`src/tpq_defs.vh`:
```
// register offsets, fields and constants of the transmit packet queue
`ifndef TPQ_DEFS_VH
`define TPQ_DEFS_VH

// ==========================================================
// register byte offsets
`define TPQ_OFF_CTRL      12'h000
`define TPQ_OFF_MMU_CMD   12'h004
`define TPQ_OFF_ALLOC_RES 12'h008
`define TPQ_OFF_PKT_NUM   12'h00c
`define TPQ_OFF_POINTER   12'h010
`define TPQ_OFF_DATA      12'h014
`define TPQ_OFF_FIFO_PORT 12'h018
`define TPQ_OFF_TX_STATUS 12'h01c
`define TPQ_OFF_INT_STAT  12'h020
`define TPQ_OFF_INT_MASK  12'h024

// ==========================================================
// control register fields
`define TPQ_CTRL_TXEN     0
`define TPQ_CTRL_HALF_DUP 1

// ==========================================================
// mmu command codes in bits 3:0, byte count in bits 26:16
`define TPQ_CMD_ALLOC     4'h1
`define TPQ_CMD_RELEASE   4'h2
`define TPQ_CMD_ENQUEUE   4'h3

// ==========================================================
// interrupt bits
`define TPQ_INT_ALLOC     0
`define TPQ_INT_TX        1
`define TPQ_INT_TRANSMIT_QUEUE_EMPTY_EVENT   2

// ==========================================================
// fifo port field, allocation failed bit and page size
`define TPQ_PORT_EMPTY    15
`define TPQ_ALLOC_FAILED  31
`define TPQ_PAGE_BYTES    256

`endif

```
`src/tpq_queue.v`:
```
// transmit packet queue with automatic page release, lost if an alloc, release or allocation finish shares the done cycle
//
// Register access over APB and the register offsets were chosen for this implementation.
`timescale 1ns/1ns
`default_nettype none
`include "tpq_defs.vh"

// Behaviour
// allocate command reserves requested bytes of RAM
// successful allocation sets allocation done flag
// allocated packet number shown in result register
// host loads packet number, pointer, then data
// enqueue pushes packet number into transmit FIFO
// packets go to MAC only while enabled
// half duplex also waits for deferral permission
// completed packet pages freed automatically; the code skips it if alloc, release or allocation finish shares the cycle
// queue empty event after whole run sent
// failure raises transmit interrupt
// failure clears enable and stops sending
// failed packet number shown at FIFO port
// host reads interrupt status then exits
// host may release failed packet memory
// host re-enqueues failed packet after re-enabling
// allocation waits until enough pages free
module tpq_queue #(
    parameter NUM_PKTS  = 16,
    parameter PKT_W     = 4,
    parameter NUM_PAGES = 32,
    parameter PAGE_W    = 6,
    parameter DEPTH_W   = 4
) (
    input  wire              pclk,
    input  wire              presetn,
    input  wire              psel,
    input  wire              penable,
    input  wire              pwrite,
    input  wire [11:0]       paddr,
    input  wire [31:0]       pwdata,
    output reg  [31:0]       prdata,
    output wire              pready,
    output wire              pslverr,
    output wire              irq,
    output reg               mac_start,
    output reg  [PKT_W-1:0]  mac_pkt,
    input  wire              mac_done,
    input  wire              mac_fail,
    input  wire              defer_ok,
    input  wire [15:0]       mac_status,
    output reg  [PKT_W-1:0]  ram_pkt,
    output reg  [10:0]       ram_ptr,
    output reg  [31:0]       ram_wdata,
    output reg               ram_we
);

    // ==========================================================
    // bus decode
    wire wr = psel & penable & pwrite;
    wire rd = psel & penable & ~pwrite;
    assign pready  = 1'b1;
    assign pslverr = 1'b0;

    reg  [1:0]          ctrl;
    wire [2:0]          int_stat;
    reg  [2:0]          int_mask;
    reg  [PKT_W-1:0]    pkt_num;
    reg  [10:0]         pointer;
    reg  [PKT_W-1:0]    alloc_res;
    reg                 alloc_ok;
    reg                 alloc_pend;
    reg  [PAGE_W-1:0]   alloc_need;
    reg  [PAGE_W-1:0]   free_pages;
    reg  [NUM_PKTS-1:0] pkt_used;
    reg  [PAGE_W-1:0]   pkt_pages [0:NUM_PKTS-1];
    reg  [PKT_W-1:0]    fifo [0:(1<<DEPTH_W)-1];
    reg  [DEPTH_W:0]    wptr;
    reg  [DEPTH_W:0]    rptr;
    reg                 busy;
    reg  [PKT_W-1:0]    fail_pkt;
    reg                 fail_valid;
    reg  [15:0]         tx_status;

    wire [3:0]  cmd      = pwdata[3:0];
    wire        cmd_wr   = wr && paddr == `TPQ_OFF_MMU_CMD;
    wire        fifo_emp = wptr == rptr;
    wire        fifo_ful = wptr == {~rptr[DEPTH_W], rptr[DEPTH_W-1:0]};
    wire [10:0] req_cnt  = pwdata[26:16];
    // whole pages, a partly used last page counts as one
    wire [PAGE_W-1:0] req_pages = {{(PAGE_W-3){1'b0}}, req_cnt[10:8]}
                                  + {{(PAGE_W-1){1'b0}}, |req_cnt[7:0]};

    // ==========================================================
    // find a free packet number
    reg             have_free;
    reg [PKT_W-1:0] free_idx;
    integer i;
    always @*
    begin
        have_free = 1'b0;
        free_idx  = {PKT_W{1'b0}};
        for (i = NUM_PKTS - 1; i >= 0; i = i - 1)
            if (!pkt_used[i])
            begin
                have_free = 1'b1;
                free_idx  = i[PKT_W-1:0];
            end
    end

    // allocation can finish this cycle
    wire alloc_go = alloc_pend && have_free && free_pages >= alloc_need;
    wire launch   = !busy && !fifo_emp && ctrl[`TPQ_CTRL_TXEN]
                    && (!ctrl[`TPQ_CTRL_HALF_DUP] || defer_ok);
    wire done_ok  = busy && mac_done && !mac_fail;
    wire done_bad = busy && mac_done && mac_fail;
    wire rel_cmd  = cmd_wr && cmd == `TPQ_CMD_RELEASE;

    // ==========================================================
    // page accounting, allocation and queue
    always @(posedge pclk or negedge presetn)
    begin
        if (!presetn)
        begin
            free_pages <= NUM_PAGES[PAGE_W-1:0];
            pkt_used   <= {NUM_PKTS{1'b0}};
            alloc_pend <= 1'b0;
            alloc_need <= {PAGE_W{1'b0}};
            alloc_res  <= {PKT_W{1'b0}};
            alloc_ok   <= 1'b0;
            wptr       <= {(DEPTH_W+1){1'b0}};
            rptr       <= {(DEPTH_W+1){1'b0}};
            busy       <= 1'b0;
            mac_start  <= 1'b0;
            mac_pkt    <= {PKT_W{1'b0}};
            fail_pkt   <= {PKT_W{1'b0}};
            fail_valid <= 1'b0;
            tx_status  <= 16'h0000;
        end
        else
        begin
            mac_start <= 1'b0;
            if (cmd_wr && cmd == `TPQ_CMD_ALLOC)
            begin
                alloc_pend <= 1'b1;
                alloc_need <= req_pages;
                alloc_ok   <= 1'b0;
            end
            else if (alloc_go)
            begin
                alloc_pend            <= 1'b0;
                alloc_ok              <= 1'b1;
                alloc_res             <= free_idx;
                pkt_used[free_idx]    <= 1'b1;
                pkt_pages[free_idx]   <= alloc_need;
                free_pages            <= free_pages - alloc_need;
            end
            else if (rel_cmd && pkt_used[pkt_num])
            begin
                pkt_used[pkt_num] <= 1'b0;
                free_pages        <= free_pages + pkt_pages[pkt_num];
            end
            else if (done_ok && pkt_used[mac_pkt])
            begin
                pkt_used[mac_pkt] <= 1'b0;
                free_pages        <= free_pages + pkt_pages[mac_pkt];
            end
            if (cmd_wr && cmd == `TPQ_CMD_ENQUEUE && !fifo_ful)
            begin
                fifo[wptr[DEPTH_W-1:0]] <= pkt_num;
                wptr <= wptr + 1'b1;
            end
            if (launch)
            begin
                busy      <= 1'b1;
                mac_start <= 1'b1;
                mac_pkt   <= fifo[rptr[DEPTH_W-1:0]];
                rptr      <= rptr + 1'b1;
                fail_valid <= 1'b0;
            end
            if (mac_done && busy)
            begin
                busy      <= 1'b0;
                tx_status <= mac_status;
            end
            if (done_bad)
            begin
                fail_pkt   <= mac_pkt;
                fail_valid <= 1'b1;
            end
        end
    end

    // ==========================================================
    // register write strobes
    wire wr_ctrl = wr && paddr == `TPQ_OFF_CTRL;
    wire wr_pnum = wr && paddr == `TPQ_OFF_PKT_NUM;
    wire wr_ptr  = wr && paddr == `TPQ_OFF_POINTER;
    wire wr_data = wr && paddr == `TPQ_OFF_DATA;
    wire wr_ist  = wr && paddr == `TPQ_OFF_INT_STAT;
    wire wr_imsk = wr && paddr == `TPQ_OFF_INT_MASK;

    // ==========================================================
    // interrupt events and sticky status bits
    wire [2:0] ev;
    assign ev[`TPQ_INT_ALLOC]   = alloc_go;
    assign ev[`TPQ_INT_TX]      = done_bad;
    assign ev[`TPQ_INT_TRANSMIT_QUEUE_EMPTY_EVENT] = done_ok && fifo_emp;
    assign irq = |(int_stat & int_mask);

    genvar g;
    generate
        for (g = 0; g < 3; g = g + 1)
        begin : g_ist
            reg bit_q;
            // an event in the clearing cycle keeps the bit set
            always @(posedge pclk or negedge presetn)
            begin
                if (!presetn)
                    bit_q <= 1'b0;
                else if (ev[g])
                    bit_q <= 1'b1;
                else if (wr_ist && pwdata[g])
                    bit_q <= 1'b0;
            end
            assign int_stat[g] = bit_q;
        end
    endgenerate

    // ==========================================================
    // control, packet number, pointer and data port
    always @(posedge pclk or negedge presetn)
    begin
        if (!presetn)
        begin
            ctrl      <= 2'h0;
            int_mask  <= 3'h0;
            pkt_num   <= {PKT_W{1'b0}};
            pointer   <= 11'h000;
            ram_we    <= 1'b0;
            ram_pkt   <= {PKT_W{1'b0}};
            ram_ptr   <= 11'h000;
            ram_wdata <= 32'h00000000;
        end
        else
        begin
            ram_we <= 1'b0;
            if (wr_ctrl)
            begin
                ctrl <= pwdata[1:0];
            end
            // a failure wins over a host write in the same cycle
            if (done_bad)
            begin
                ctrl[`TPQ_CTRL_TXEN] <= 1'b0;
            end
            if (wr_pnum)
            begin
                pkt_num <= pwdata[PKT_W-1:0];
            end
            if (wr_ptr)
            begin
                pointer <= pwdata[10:0];
            end
            // one word into packet ram, pointer steps to the next word
            if (wr_data)
            begin
                ram_we    <= 1'b1;
                ram_pkt   <= pkt_num;
                ram_ptr   <= pointer;
                ram_wdata <= pwdata;
                pointer   <= pointer + 11'h004;
            end
            if (wr_imsk)
            begin
                int_mask <= pwdata[2:0];
            end
        end
    end

    // ==========================================================
    // read mux
    always @*
    begin
        prdata = 32'h00000000;
        if (rd)
        begin
            case (paddr)
                `TPQ_OFF_CTRL:      prdata = {30'h0, ctrl};
                `TPQ_OFF_ALLOC_RES: prdata = {!alloc_ok, 27'h0, alloc_res};
                `TPQ_OFF_PKT_NUM:   prdata = {28'h0, pkt_num};
                `TPQ_OFF_POINTER:   prdata = {21'h0, pointer};
                `TPQ_OFF_FIFO_PORT: prdata = {16'h0, !fail_valid, 11'h0, fail_pkt};
                `TPQ_OFF_TX_STATUS: prdata = {16'h0, tx_status};
                `TPQ_OFF_INT_STAT:  prdata = {29'h0, int_stat};
                `TPQ_OFF_INT_MASK:  prdata = {29'h0, int_mask};
                default:            prdata = 32'h00000000;
            endcase
        end
    end

endmodule // tpq_queue
`default_nettype wire

```
`config.mk`:
```
export PLATFORM = sky130hd
export DESIGN_NAME = tpq_queue
export DESIGN_NICKNAME = d
export VERILOG_FILES = /design/src/tpq_queue.v
export VERILOG_INCLUDE_DIRS = /design/src
export SDC_FILE = /design/constraint.sdc
export NUM_CORES = 1
export LEC_CHECK = 0
export ABC_AREA = 1
export BUFFER_PORTS_ARGS = -buffer_cell sky130_fd_sc_hd__buf_2
export CORE_UTILIZATION = 30
export DETAILED_ROUTE_END_ITERATION = 7
export GPL_TIMING_DRIVEN = 0
export SLEW_MARGIN = 10
export SYNTH_ARGS = -nofsm -noshare
export SYNTH_HDL_FRONTEND = slang
export SYNTH_SLANG_ARGS = --single-unit
export TNS_END_PERCENT = 20
```
`constraint.sdc`:
```
create_clock -name pclk -period 5.5 [get_ports pclk]
set_input_delay 0.825 -clock pclk [delete_from_list [all_inputs] [get_ports pclk]]
set_output_delay 0.825 -clock pclk [all_outputs]
set_load 0.1 [all_outputs]
```
==> flow_metrics.env <==
export IMPL_run_status="complete, no violations"
export IMPL_period_share_pct=85.0
export IMPL_cts_root_buf="clkbuf_16"
export IMPL_power_frac_clock_pct=31.8
export IMPL_via_per_inst=5.06
export IMPL_initial_core_util_pct=30.4
export IMPL_place_ws_ps=918
export IMPL_ys_ff_latch=268
export IMPL_seq_power_share_pct=37.3
export IMPL_grt_use_total_pct=18.7
export IMPL_final_common_cell="nand2_1"
export IMPL_drt_iter0_markers=1013
export IMPL_dr_pass1_iters=8
export IMPL_wl_per_cell_um=18.5
export IMPL_io_buffers=138
export IMPL_path_delay_family="simple AND/OR/NAND/NOR gates"
export IMPL_post_cts_resized=0
export IMPL_maxSlewHeadroom_pct=12.8
export IMPL_final_cell_mix="nand2_1 (346), o21ai_0 (155), buf_2 (143)"
export IMPL_cts_clk_slew_worst_paths_ps=60
export IMPL_synthesis_area_sq_mm=0.0131
export IMPL_dieWidth_um=211
export IMPL_routed_wl_um=41600
export IMPL_cts_sinks=268
export IMPL_crit_path_max_fanout=23
export IMPL_num_antenna_cells=0
export IMPL_layout_cells_non_filler=2244
export IMPL_h_tree_depth=1
export IMPL_worst_hold_slack_ps=93.4
export IMPL_pin_count=156
export IMPL_yosysWarnings=0
export IMPL_drive_gt1_share_pct=14.4
export IMPL_syn2layout_area_growth_pct=19.6
export IMPL_netSwitchingFraction_pct=37.5
export IMPL_hp_class="input pin to asynchronous set/reset pin"
export IMPL_p_sw_mw=2.46
export IMPL_std_cell_rows=76
export IMPL_finalSetupViolCount=0
export IMPL_skew_ps=40.1
export IMPL_maxSlewViolCount=0
export IMPL_antenna_found_initial=0
export IMPL_dieArea_sq_mm=0.0444
export IMPL_crit_path_start_kind="flip-flop"
export IMPL_dp_cells=2188
export IMPL_worst_pin_slew_ps=1300
export IMPL_peakVddDrop_uv=259
export IMPL_hold_viol=0
export IMPL_yosysSeqAreaShare_pct=56.2
export IMPL_dpl_hpwl_um=30300
export IMPL_powerDensity_mw_per_mm2=419
export IMPL_cpPeakStageDelay_ps=890
export IMPL_grt_overflow=0
export IMPL_drtAntennaViolNets=0
export IMPL_avgSynthCellArea_sq_um=9.02
export IMPL_cts_tree="done"
export IMPL_grt_setup_unrepaired="no"
export IMPL_worstSetupEndpointType="flip-flop"
export IMPL_postCtsSetupRepairBufs=0
export IMPL_globalplace_congestion=0.933
export IMPL_cts_buffer_depth=3
export IMPL_die_y_um=211
export IMPL_vias=11400
export IMPL_grt_max_degree=104
export IMPL_cpMaxStageDelayCell="dfrtp_1"
export IMPL_clock_latency_ps=600
export IMPL_holdBufCountCts=0
export IMPL_cap_violations=0
export IMPL_core_sq_mm=0.0431
export IMPL_path_class="flip-flop to flip-flop"
export IMPL_cp_arrival_ps=5170
export IMPL_synth_cell_types=46
export IMPL_max_freq_mhz=214
export IMPL_setup_slack_ps=828
export IMPL_post_route_min_period_ps=4670
export IMPL_leakagePower_nw=6.92
export IMPL_synthCells=1449
export IMPL_cp_cell_sequence="inv_1 -> nor2_1 -> nand2_1 -> nand3_1 -> or2_1 -> clkbuf_1 -> o211ai_1 -> o21ai_0 -> ha_1 -> a21oi_1 -> inv_1 -> a31oi_1 -> or2_2 -> a21oi_1 -> o211ai_1 -> xor2_1"
export IMPL_post_route_drc_count=0
export IMPL_grt_pass1_vias=11100
export IMPL_critPathBufInv=3
export IMPL_grt_pass1_wl_um=64100
export IMPL_fillers=4395
export IMPL_async_reset_ff_share_pct=52.2
export IMPL_combPwrFrac_pct=30.9
export IMPL_final_nets=1721
export IMPL_final_core_util_pct=36.3
export IMPL_cp_data_required_time_ps=5990
export IMPL_p_int_mw=4.09
export IMPL_numCtsBuffers=30
export IMPL_synth_edf_count=128
export IMPL_synth_ff_type="dfrtp_1"
[cells by family (layout without fill, tap and decap cells)]
group | count (synthesis) | count (layout) | synth area share (%)
buffers and inverters | 213 | 408 | 6.75
AO/OA/AOI/OAI | 342 | 342 | 15.4
AND/OR/NAND/NOR | 590 | 590 | 18.6
multiplexers | 1 | 1 | 0.0766
adder cells (fa/ha/maj) | 18 | 18 | 1.84
other | 2 | 17 | 0.0574
flip-flops | 268 | 268 | 56.2
XOR/XNOR | 15 | 15 | 1.00
[cell type report]
cell class	instances	area (sq um)	share of cell area, %
clock buffers	37	827	5.29
repair buffers	139	728	4.66
well taps	585	732	4.68
clock inverters	19	214	1.37
multi-input cells	983	4900	31.4
flip-flops and latches	268	7350	47.0
plain buffers	66	330	2.11
inverters	147	552	3.53
[power by group through the flow]
stage                     Sequential, mW  Combinational, mW  Clock [mW]
after global placement              2.48               1.97           0
final                               2.44               2.03        2.08
after floorplan                     2.53               1.29           0
after CTS                           2.44               2.00        2.12
after global routing                2.47               2.23        2.21
after detailed placement            2.48               1.99           0
[path summary, 6_finish.rpt]
check	from	cells past startpoint	slack, ps	to
max in group asynchronous	presetn	2	4530	free_pages[5]
setup / recovery	pkt_num[2]	16	830	free_pages[5]
hold / removal	presetn	1	90	mac_pkt[2]
setup reg to reg	pkt_num[2]	16	830	free_pages[5]
min in group pclk	pwdata[28]	3	430	ram_wdata[28]
hold reg to reg	ram_wdata[12]	2	460	ram_wdata[12]
[through the flow]
stage          setup TNS, ps  area (sq um)  power [mW]
5_1_grt                    0         15600        6.91
6_report                   0         15600        6.55
3_3_place_gp           -1330         14600        4.44
2_1_floorplan              0         13100        3.82
3_5_place_dp               0         14600        4.47
4_1_cts                    0         15600        6.56
[sequential cells by signal, summed over array words and instances (netlist names), 5 cells and up]
signal      flops
ram_ptr        11
pkt_used       16
tx_status      16
pointer        11
free_pages      6
pkt_pages      64
rptr            5
wptr            5
ram_wdata      32
fifo           64
[routing by layer]
metal / part of all wire [%] / global-route usage (%) / wire, um / vias to the layer above
met5: 0 / 0 / 0 / -
met4: 2.9 / 5.87 / 1200 / 0
met3: 7.2 / 3.30 / 3020 / 83
met2: 46 / 30.9 / 19100 / 451
met1: 44 / 24.8 / 18300 / 5494
li1: - / - / - / 5337
[Yosys cell counts (2+ instances only)]
library cell / number / share of area [%]
a211oi_1: 2 / 0.11
a21oi_1: 44 / 1.7
a221oi_1: 8 / 0.54
a22o_1: 4 / 0.27
a22oi_1: 17 / 0.98
a31oi_1: 9 / 0.43
a41oi_1: 2 / 0.13
buf_2: 6 / 0.23
buf_4: 20 / 1.1
clkbuf_1: 39 / 1.1
clkinv_1: 3 / 0.086
conb_1: 2 / 0.057
dfrtp_1: 139 / 27
edfxtp_1: 128 / 29
fa_1: 2 / 0.31
ha_1: 16 / 1.5
inv_1: 139 / 4.0
inv_2: 5 / 0.14
nand2_1: 346 / 9.9
nand3_1: 36 / 1.4
nand4_1: 26 / 1.2
nor2_1: 139 / 4.0
nor2_2: 7 / 0.33
nor2_4: 2 / 0.17
nor3_1: 14 / 0.54
nor4_1: 12 / 0.57
o211ai_1: 12 / 0.69
o21a_1: 2 / 0.11
o21ai_0: 155 / 5.9
o21ai_1: 6 / 0.23
o21ai_2: 2 / 0.13
o221ai_1: 18 / 1.2
o22ai_1: 56 / 2.7
o31ai_1: 4 / 0.23
or2_1: 2 / 0.096
or2_2: 2 / 0.096
xnor2_1: 3 / 0.20
xor2_1: 12 / 0.80
(Power assumes the default switching activity.)
